`config.mk`:
```
export PLATFORM = sky130hd
export DESIGN_NAME = pca_regs
export DESIGN_NICKNAME = d
export VERILOG_FILES = /design/src/hdl/pca_pkg.sv /design/src/hdl/pca_regs.sv /design/src/hdl/pca_sync_slot.sv
export SDC_FILE = /design/constraint.sdc
export NUM_CORES = 1
export LEC_CHECK = 0
export ABC_AREA = 1
export BUFFER_PORTS_ARGS = -buffer_cell sky130_fd_sc_hd__buf_4
export CAP_MARGIN = 5
export CELL_PAD_IN_SITES_DETAIL_PLACEMENT = 0
export CELL_PAD_IN_SITES_GLOBAL_PLACEMENT = 1
export CORE_MARGIN = 2
export CORE_UTILIZATION = 26
export DETAILED_ROUTE_END_ITERATION = 8
export GPL_ROUTABILITY_DRIVEN = 0
export PLACE_DENSITY_LB_ADDON = 0.1
export SETUP_SLACK_MARGIN = 0.5
export SLEW_MARGIN = 20
export SYNTH_ARGS = -nofsm -noshare
export SYNTH_HDL_FRONTEND = slang
export SYNTH_HIERARCHICAL = 1
export SYNTH_SLANG_ARGS = --single-unit
```
`constraint.sdc`:
```
create_clock -name clk -period 1.7 [get_ports clk]
set_input_delay 0.085 -clock clk [delete_from_list [all_inputs] [get_ports clk]]
set_output_delay 0.085 -clock clk [all_outputs]
set_load 0.05 [all_outputs]
```
`src/hdl/pca_pkg.sv`:
```
// Package for the pulse counter auxiliary register bank
`default_nettype none
package pca_pkg;
	localparam int ADDR_W = 12;
	localparam int DATA_W = 32;
	localparam int SLOTS = 4;
	localparam int REFLEX_CH = 12;
	localparam int PIN_LOCS = 32;

	localparam logic [ADDR_W-1:0] OFF_CONTROL = 12'h0_000;
	localparam logic [ADDR_W-1:0] OFF_COMMAND = 12'h0_004;
	localparam logic [ADDR_W-1:0] OFF_TOP_BUFFER = 12'h0_014;
	localparam logic [ADDR_W-1:0] OFF_INT_ENABLE = 12'h0_024;
	localparam logic [ADDR_W-1:0] OFF_PIN_LOCATION = 12'h0_02c;
	localparam logic [ADDR_W-1:0] OFF_UPDATE_HOLD = 12'h0_040;
	localparam logic [ADDR_W-1:0] OFF_SYNC_PENDING = 12'h0_044;
	localparam logic [ADDR_W-1:0] OFF_AUX_COUNT = 12'h0_064;
	localparam logic [ADDR_W-1:0] OFF_INPUT_SELECT = 12'h0_068;
	localparam logic [ADDR_W-1:0] OFF_OVERSAMPLE = 12'h0_06c;

	// Pending flag positions, also slot indices
	localparam int SLOT_CONTROL = 0;
	localparam int SLOT_COMMAND = 1;
	localparam int SLOT_TOP_BUFFER = 2;
	localparam int SLOT_OVERSAMPLE = 3;

	localparam logic [DATA_W-1:0] RST_ZERO = 32'h0000_0000;
	localparam logic [DATA_W-1:0] RST_TOP_BUFFER = 32'h0000_00ff;

	// Writable masks, reserved bits store nothing
	localparam logic [DATA_W-1:0] MASK_CONTROL = 32'hffff_ffff;
	localparam logic [DATA_W-1:0] MASK_COMMAND = 32'h0000_0003;
	localparam logic [DATA_W-1:0] MASK_TOP_BUFFER = 32'h0000_ffff;
	localparam logic [DATA_W-1:0] MASK_OVERSAMPLE = 32'h0000_10ff;
	localparam logic [DATA_W-1:0] MASK_INT_ENABLE = 32'h0000_003f;
	localparam logic [DATA_W-1:0] MASK_PIN_LOCATION = 32'h0000_3f3f;
	localparam logic [DATA_W-1:0] MASK_UPDATE_HOLD = 32'h0000_0001;
	localparam logic [DATA_W-1:0] MASK_INPUT_SELECT = 32'h0000_0bef;

	// Field positions
	localparam int HOLD_BIT = 0;
	localparam int LOC_ZERO_LSB = 0;
	localparam int LOC_ONE_LSB = 8;
	localparam int LOC_W = 6;
	localparam int SEL_ZERO_LSB = 0;
	localparam int EN_ZERO_BIT = 5;
	localparam int SEL_ONE_LSB = 6;
	localparam int EN_ONE_BIT = 11;
	localparam int SEL_W = 4;
	localparam int AUX_W = 16;
	localparam int EVENTS = 6;

	typedef struct packed {
		logic [ADDR_W-1:0] addr;
		logic [DATA_W-1:0] wdata;
		logic wr;
		logic rd;
	} pca_bus_req_s;

	typedef struct packed {
		logic [DATA_W-1:0] control;
		logic [DATA_W-1:0] command;
		logic [DATA_W-1:0] top_buffer;
		logic [DATA_W-1:0] oversample_config;
	} pca_slow_regs_s;
endpackage
`default_nettype wire

```
`src/hdl/pca_regs.sv`:
```
// Pulse counter auxiliary registers: hold, pending flags, routing, enables
//
// The plain strobed port was chosen for this implementation.
`default_nettype none
// Overview of operation
// - Hold set defers slow-domain transfers
// - Hold clear transfers writes at next tick
// - Per-register pending flags while value crosses
// - Auxiliary count readable in bits 15:0
// - Input one from reflex channel when enabled
// - Input zero from reflex channel when enabled
module pca_regs
	import pca_pkg::*;
(
	input wire logic clk,
	input wire logic rst,
	input wire pca_pkg::pca_bus_req_s bus_req,
	output logic [pca_pkg::DATA_W-1:0] rdata,
	input wire logic slow_tick,
	input wire logic [pca_pkg::AUX_W-1:0] auxiliary_count,
	input wire logic [pca_pkg::EVENTS-1:0] event_flags,
	input wire logic [pca_pkg::PIN_LOCS-1:0] pin_zero,
	input wire logic [pca_pkg::PIN_LOCS-1:0] pin_one,
	input wire logic [pca_pkg::REFLEX_CH-1:0] reflex_event_network,
	output logic count_input_zero,
	output logic count_input_one,
	output logic irq,
	output pca_pkg::pca_slow_regs_s slow_regs,
	output logic [pca_pkg::SLOTS-1:0] slow_loaded
);
	import pca_pkg::*;

	function automatic logic addr_hit(input logic [ADDR_W-1:0] a, input logic [ADDR_W-1:0] off);
		addr_hit = (a == off);
	endfunction

	// Codes above the last channel pick nothing
	function automatic logic reflex_pick(input logic [REFLEX_CH-1:0] ch, input logic [SEL_W-1:0] sel);
		reflex_pick = (32'(sel) < REFLEX_CH) ? ch[sel] : 1'b0;
	endfunction

	logic [DATA_W-1:0] int_enable;
	logic [DATA_W-1:0] pin_location;
	logic [DATA_W-1:0] update_hold_control;
	logic [DATA_W-1:0] input_source_select;
	logic [SLOTS-1:0] write_sync_pending;
	logic [DATA_W-1:0] slot_value [SLOTS];

	wire wr = bus_req.wr;
	wire [DATA_W-1:0] wd = bus_req.wdata;
	wire hit_ctrl = addr_hit(bus_req.addr, OFF_CONTROL);
	wire hit_cmd = addr_hit(bus_req.addr, OFF_COMMAND);
	wire hit_top_value_buffer = addr_hit(bus_req.addr, OFF_TOP_BUFFER);
	wire hit_ovs = addr_hit(bus_req.addr, OFF_OVERSAMPLE);
	wire hit_ien = addr_hit(bus_req.addr, OFF_INT_ENABLE);
	wire hit_loc = addr_hit(bus_req.addr, OFF_PIN_LOCATION);
	wire hit_hold = addr_hit(bus_req.addr, OFF_UPDATE_HOLD);
	wire hit_sync = addr_hit(bus_req.addr, OFF_SYNC_PENDING);
	wire hit_aux = addr_hit(bus_req.addr, OFF_AUX_COUNT);
	wire hit_inp = addr_hit(bus_req.addr, OFF_INPUT_SELECT);

	wire [SLOTS-1:0] slot_write = {wr & hit_ovs, wr & hit_top_value_buffer, wr & hit_cmd, wr & hit_ctrl};
	wire [DATA_W-1:0] slot_mask [SLOTS] = '{MASK_CONTROL, MASK_COMMAND, MASK_TOP_BUFFER, MASK_OVERSAMPLE};
	wire update_hold_bit = update_hold_control[HOLD_BIT];

	genvar g;
	generate
		for (g = 0; g < SLOTS; g++) begin : gen_slot
			pca_sync_slot #(
				.RESET_VALUE((g == SLOT_TOP_BUFFER) ? RST_TOP_BUFFER : RST_ZERO)
			) u_slot (
				.clk(clk),
				.rst(rst),
				.write_stb(slot_write[g]),
				.write_value(wd & slot_mask[g]),
				.slow_tick(slow_tick),
				.update_hold_bit(update_hold_bit),
				.pending(write_sync_pending[g]),
				.slow_value(slot_value[g]),
				.loaded(slow_loaded[g])
			);
		end
	endgenerate

	assign slow_regs.control = slot_value[SLOT_CONTROL];
	assign slow_regs.command = slot_value[SLOT_COMMAND];
	assign slow_regs.top_buffer = slot_value[SLOT_TOP_BUFFER];
	assign slow_regs.oversample_config = slot_value[SLOT_OVERSAMPLE];

	// Input routing, reflex channel overrides the routed pin
	wire [LOC_W-1:0] loc_zero = pin_location[LOC_ZERO_LSB +: LOC_W];
	wire [LOC_W-1:0] loc_one = pin_location[LOC_ONE_LSB +: LOC_W];
	wire [SEL_W-1:0] sel_zero = input_source_select[SEL_ZERO_LSB +: SEL_W];
	wire [SEL_W-1:0] sel_one = input_source_select[SEL_ONE_LSB +: SEL_W];
	wire pin_zero_val = (32'(loc_zero) < PIN_LOCS) ? pin_zero[loc_zero[$clog2(PIN_LOCS)-1:0]] : 1'b0;
	wire pin_one_val = (32'(loc_one) < PIN_LOCS) ? pin_one[loc_one[$clog2(PIN_LOCS)-1:0]] : 1'b0;
	wire next_count_input_zero = input_source_select[EN_ZERO_BIT] ?
		reflex_pick(reflex_event_network, sel_zero) : pin_zero_val;
	wire next_count_input_one = input_source_select[EN_ONE_BIT] ?
		reflex_pick(reflex_event_network, sel_one) : pin_one_val;
	wire next_irq = |(event_flags & int_enable[EVENTS-1:0]);

	// Read mux; unmapped and write-only offsets read zero
	wire [DATA_W-1:0] next_rdata =
		hit_ctrl ? slot_value[SLOT_CONTROL] :
		hit_top_value_buffer ? slot_value[SLOT_TOP_BUFFER] :
		hit_ovs ? slot_value[SLOT_OVERSAMPLE] :
		hit_ien ? int_enable :
		hit_loc ? pin_location :
		hit_hold ? update_hold_control :
		hit_sync ? {{(DATA_W-SLOTS){1'b0}}, write_sync_pending} :
		hit_aux ? {{(DATA_W-AUX_W){1'b0}}, auxiliary_count} :
		hit_inp ? input_source_select :
		RST_ZERO;

	always_ff @(posedge clk) begin
		if (rst) begin
			int_enable <= RST_ZERO;
			pin_location <= RST_ZERO;
			update_hold_control <= RST_ZERO;
			input_source_select <= RST_ZERO;
			rdata <= RST_ZERO;
			count_input_zero <= 1'b0;
			count_input_one <= 1'b0;
			irq <= 1'b0;
		end else begin
			if (wr & hit_ien) begin
				int_enable <= wd & MASK_INT_ENABLE;
			end
			if (wr & hit_loc) begin
				pin_location <= wd & MASK_PIN_LOCATION;
			end
			if (wr & hit_hold) begin
				update_hold_control <= wd & MASK_UPDATE_HOLD;
			end
			if (wr & hit_inp) begin
				input_source_select <= wd & MASK_INPUT_SELECT;
			end
			rdata <= bus_req.rd ? next_rdata : RST_ZERO;
			count_input_zero <= next_count_input_zero;
			count_input_one <= next_count_input_one;
			irq <= next_irq;
		end
	end
endmodule
`default_nettype wire

```
`src/hdl/pca_sync_slot.sv`:
```
// One register staged for transfer into the slow counter domain
`default_nettype none
module pca_sync_slot #(
	parameter logic [31:0] RESET_VALUE = 32'h0000_0000
) (
	input wire logic clk,
	input wire logic rst,
	input wire logic write_stb,
	input wire logic [31:0] write_value,
	input wire logic slow_tick,
	input wire logic update_hold_bit,
	output logic pending,
	output logic [31:0] slow_value,
	output logic loaded
);
	logic [31:0] staged;
	wire transfer = slow_tick & pending & ~update_hold_bit;
	// A write in the transfer cycle keeps the flag up for the new value
	wire next_pending = write_stb | (pending & ~transfer);

	always_ff @(posedge clk) begin
		if (rst) begin
			staged <= RESET_VALUE;
			slow_value <= RESET_VALUE;
			pending <= 1'b0;
			loaded <= 1'b0;
		end else begin
			pending <= next_pending;
			loaded <= transfer;
			if (write_stb) begin
				staged <= write_value;
			end
			if (transfer) begin
				slow_value <= staged;
			end
		end
	end
endmodule
`default_nettype wire

```
==> Word level (Yosys, flattened, before mapping) <==
Index checks and enable logic that the tools add are counted.
{ "totals": {"register_bits": 190, "input_bits": 147, "out_inout_bits": 167, "elab_cells": 98} }
{ "classes": {"n_lt_le_gt_ge": 8, "eq_ne": 9, "n_mux": 23, "n_bitwise": 31, "reduce_logical": 3} }
{ "op_table": {"columns": ["operator", "count"], "rows": [
  ["2-to-1 mux 16 bit", 7],
  ["== test 12 x 7 -> 1 bit (second input constant)", 5],
  ["2-to-1 mux 32 bit", 1],
  ["== test 12 x 6 -> 1 bit (second input constant)", 2],
  ["AND 1 bit", 20],
  ["== test 12 x 3 -> 1 bit (second input constant)", 1],
  ["== test 12 x 5 -> 1 bit (second input constant)", 1],
  ["logical NOT 12 bit", 1],
  ["less-than comparator 5 x 6 -> 1 bit (second input constant)", 2],
  ["less-than comparator 6 bit (second input constant)", 2],
  ["2-to-1 mux 12 bit", 1],
  ["binary-select mux 1 bit (select 5 bit)", 2],
  ["less-than comparator 4 x 5 -> 1 bit (second input constant)", 2],
  ["2-to-1 mux 1 bit", 10],
  ["binary-select mux 1 bit (select 4 bit)", 2],
  ["less-than comparator 4 bit (second input constant)", 2],
  ["AND 6 bit", 1],
  ["inverter 1 bit", 6],
  ["OR reduction 6 bit", 1],
  ["OR 1 bit", 4],
  ["OR reduction 2 bit", 1]
]} }

==> Depth between registers and ports, before layout <==
{ "logic_depth": {"word_depth": 10, "mapped_depth": 14, "ltp_nobuf": 14} }

==> Hierarchy <==
Netlist, hierarchy kept.
{ "by_module_without_submodules": {"columns": ["mod", "instances", "cells_each", "area_per_inst_um2"], "rows": [
  ["pca_sync_slot at gen_slot[0].u_slot ...", 3, 349, 2482.4],
  ["pca_regs", 1, 664, 4076.4],
  ["pca_sync_slot at gen_slot[2].u_slot", 1, 334, 2429.8]
]} }

==> Worst setup path after synthesis <==
OpenSTA, ideal clock, no wires.
{ "synth_path": {"path_kind": "in2reg", "from": "in bus_req[43] in the netlist's numbering", "to": "reg gen_slot[0].u_slot.staged[23]", "setup_ns": 0.116, "arrival_ns": 1.759, "required_ns": 1.584, "path_slack_ns": -0.174, "stages": 13, "path_buffers": 3, "cell_sequence": "nor2_2 nand2_4 inv_4 nand3_2 nor3_4 inv_2 buf_6 buf_4 nor2_1 inv_1 buf_2 nor2_1 nor2_1"} }
{ "synth_between": {"elab_chain_len": 2} }
{ "synth_rtl": {"columns": ["item", "line", "source"], "rows": [
  ["from (decl)", "pca_regs.sv:17", "input wire pca_pkg::pca_bus_req_s bus_req,"],
  ["logical NOT 12 bit", "pca_regs.sv:34", "addr_hit = (a == off);"],
  ["AND 1 bit", "pca_regs.sv:62", "wire [SLOTS-1:0] slot_write = {wr & hit_ovs, wr & hit_top_value_buffer, wr & hit_cmd, wr & hit_ctrl};"],
  ["named net slot_write[0]", "pca_regs.sv:62", null],
  ["to (signal assigned)", "pca_sync_slot.sv:31", "staged <= write_value;"],
  ["to (decl)", "pca_sync_slot.sv:16", "logic [31:0] staged;"]
]} }
The timed path passes the listed nets, and every way through them passes these cells.
A chain may end at the register's enable or synchronous reset.

==> Worst setup path in the final report <==
{ "layout_path": {"from": "reg pin_location[0]", "to": "reg count_input_zero"} }
{ "layout_between": {"elab_chain_len": 4, "elab_cells_between_ends": 5} }
{ "layout_rtl": {"columns": ["item", "line", "source"], "rows": [
  ["from (decl)", "pca_regs.sv:43", "logic [DATA_W-1:0] pin_location;"],
  ["from (signal assigned)", "pca_regs.sv:131", "pin_location <= wd & MASK_PIN_LOCATION;"],
  ["binary-select mux 1 bit (select 5 bit)", "pca_regs.sv:95", "wire pin_zero_val = (32'(loc_zero) < PIN_LOCS) ? pin_zero[loc_zero[$clog2(PIN_LOCS)-1:0]] : 1'b0;"],
  ["2-to-1 mux 1 bit (implied by the code)", "pca_regs.sv:95", null],
  ["2-to-1 mux 1 bit *", "pca_regs.sv:95", null],
  ["2-to-1 mux 1 bit *", "pca_regs.sv:97", "wire next_count_input_zero = input_source_select[EN_ZERO_BIT] ?"],
  ["to (signal assigned)", "pca_regs.sv:140", "count_input_zero <= next_count_input_zero;"],
  ["to (decl)", "pca_regs.sv:25", "output logic count_input_zero,"]
]} }
Mark *: on every way between the ends. The rest lies on a longest branch, timed or not. The select of a mux whose other input is x is not followed.

==> reports/qor.txt <==
Worst-path clk slew -> 0.06 ns
worst reg2reg setup slack -> 0.33 ns
TNS Setup -> 0 ns
top_reg_cell synth -> dfxtp_1
vias in the first global route -> 14000
most frequent cells after synthesis -> 557 x nor2_1, 413 x nand2_1, 328 x dfxtp_1
Max FO, Critical Path -> 8
Final #Nets -> 2733
Worst Hold Launch -> auxiliary_count[13]
drt first pass iters -> 5
antenna violations before repair -> 1
CP endpoint kind -> register
Area growth, synth to finish -> 60.8%
Die Y-Extent -> 236 µm
post-synth top area cell -> dfxtp_1
Max-Slew Margin vs Limit -> 57.6%
Final Instance Count excl. Fillers -> 3305
total global-route track usage -> 20.4%
proportion of layout cells with a drive suffix above 1 -> 30.9%
top cell type's share of synthesized area -> 47.1%
Vias/cell -> 4.40
Fmax -> 732 MHz
worst-skew pair later-pin latency -> 0.56 ns
DRC -> 0
Initial DRC Count -> 763
Port Buffers -> 313
Seq/Total Area, Yosys -> 47.1%
die extent in x -> 236 µm
hpwl dp -> 40100 µm
Tightest Pin Transition -> 0.629 ns
Final Hold Fails -> 0
final setup fails -> 0
P per Cell Area -> 783 nW/µm²
Die Area -> 55500 µm²
WL final -> 61000 µm
Clock Tree Root -> clkbuf_16
CTS sink count -> 328
clock buffer depth -> 3
cts bufs inserted -> 41
async set or reset register ratio after synthesis -> 0%
unrepaired setup endpoints after global routing -> true
largest cells by area after synthesis -> dfxtp_1 47%, nor2_1 15%, nand2_1 11%
Yosys reg bits -> 328
count leader, synth -> nor2_1
P_leak -> 10.9 nW
Mapped Area -> 14000 µm²
Vias -> 14600
Layout Utilization -> 42.5%
Starting Density -> 26.4%
CP Launch Type -> register
CP arrival -> 1.86 ns
path category of the worst min-delay check -> in2reg
max_cap viols -> 0
largest net degree at the start of global routing -> 66
CTS tree -> done
H-tree Lvls -> 2
minimum clock period after layout -> 1.37 ns
I/O pin cnt -> 314
Design Area, Final -> 22400 µm²
RR Startpoint -> pin_location[0]$_SDFFE_PP0P_
Antenna Nets Post-Route -> 0
GRT overflow -> 0
Clock Skews -> 0.0138 ns
Pwr Total -> 0.0176 W
Post-synth EDFFs -> 0
first-pass GRT wire length -> 86400 µm
row count -> 84
Yosys warnings -> 6
max-slew violation count -> 0
Worst Path Required -> 2.20 ns
Post-Syn Instances -> 2045
Max IR drop VDD -> 0.000637 V
Period Utilization, post-route -> 80.3%
Netlist cell types -> 37
CP startpoint -> pin_location[0]$_SDFFE_PP0P_
outcome -> completed
placed insts -> 3088
average size of a mapped cell -> 6.82 µm²
Setup CP Type -> reg2reg
post-placement cell area -> 17700 µm²
Core ar. -> 52800 µm²
wire per inst -> 18.5 µm
==> flip-flops by register name, indices dropped and copies added (netlist names) <==
signal,cells
count_input_one,1
count_input_zero,1
gen_slot.u_slot/loaded,4
gen_slot.u_slot/pending,4
gen_slot.u_slot/slow_value,128
gen_slot.u_slot/staged,128
input_source_select,10
int_enable,6
irq,1
pin_location,12
rdata,32
update_hold_control,1
==> metal layers <==
metal / up-vias / track usage [%] / routed length (µm)
met5: - / 0 / 0
met4: 0 / 5.10 / 1150
met3: 75 / 4.14 / 3110
met2: 355 / 34.3 / 28800
met1: 6710 / 26.6 / 27900
li1: 7418 / - / -
==> cell type report <==
cell class | instances | area (µm²)
well taps | 688 | 861
diodes | 1 | 2.50
fillers | 5399 | 30300
clock buffers | 62 | 1240
flip-flops and latches | 328 | 7000
repair inverters | 1 | 7.51
clock inverters | 11 | 165
multi-input cells | 1469 | 6550
inverters | 211 | 827
repair buffers | 534 | 5780
==> power breakdown <==
group | internal (W) | leakage, nW | switching, W
Sequential | 0.00754 | 2.74 | 0.00000166
Combinational | 0.000393 | 7.47 | 0.000451
Clock | 0.00565 | 0.696 | 0.00353
Total | 0.0136 | 10.9 | 0.00399
==> kinds of logic (layout without fill, tap and decap cells) <==
kind of cell           after synthesis  in the layout  share of synthesized area [%]
AO/OA/AOI/OAI                      329            329                           12.5
buffers and inverters              316            819                           10.2
AND/OR/NAND/NOR                   1071           1071                           30.2
other                                1             70                         0.0269
flip-flops                         328            328                           47.1
==> final timing paths <==
check                                                       end  depth (start not counted)
setup / recovery                    count_input_zero$_SDFF_PP0_                          9
hold / removal                             rdata[13]$_SDFF_PP0_                          5
setup reg to reg                    count_input_zero$_SDFF_PP0_                          9
hold reg to reg   gen_slot[2].u_slot/slow_value[5]$_SDFFE_PP1P_                          2
==> worst max-delay path, stage by stage, from the launching register on <==
cell     delay [ns]
dfxtp_4        0.41
buf_8          0.14
nand2_2        0.05
nand3_2        0.06
nand2_2        0.06
a21oi_2        0.14
o31ai_2        0.08
nand3_1        0.13
nand3_2        0.09
a21oi_2        0.13
==> metrics by stage <==
| stage | hold WS, ns | setup WS [ns] |
|---|---|---|
| after floorplan | 0.154 | 0.0150 |
| after global placement | 0.311 | -0.349 |
| after detailed placement | 0.318 | -0.317 |
| after CTS | 0.00691 | 0.318 |
| after global routing | 0.00642 | 0.241 |
| final | 0.0167 | 0.334 |
==> layout by cell type (no fill, tap or decap), types with 14 or more instances in the layout <==
cell type / netlist / routed
inv_1: 200 / 189
buf_12: 0 / 39
o21ai_0: 211 / 190
buf_4: 12 / 284
clkbuf_8: 0 / 14
a21oi_1: 51 / 44
nor2_1: 557 / 543
nand3_1: 67 / 62
dlygate4sd3_1: 0 / 47
dfxtp_2: 0 / 58
dfxtp_1: 328 / 175
clkbuf_16: 0 / 54
buf_8: 0 / 91
nand2_1: 413 / 385
buf_6: 15 / 56
a31oi_1: 18 / 17
o21ai_1: 25 / 42
dfxtp_4: 0 / 95
conb_1: 1 / 69
nand2_2: 3 / 22
==> what timing repair did <==
action | CTS | global route
setup endpoints to repair | 334 | 206
hold endpoints to repair | 102 | 4
buffers inserted | 67 | 8
gates resized for setup | 507 | 129
cloned | 3 | 17
pin swaps | 12 | 32
hold buffers | 47 | 1
(Power assumes the default switching activity.)
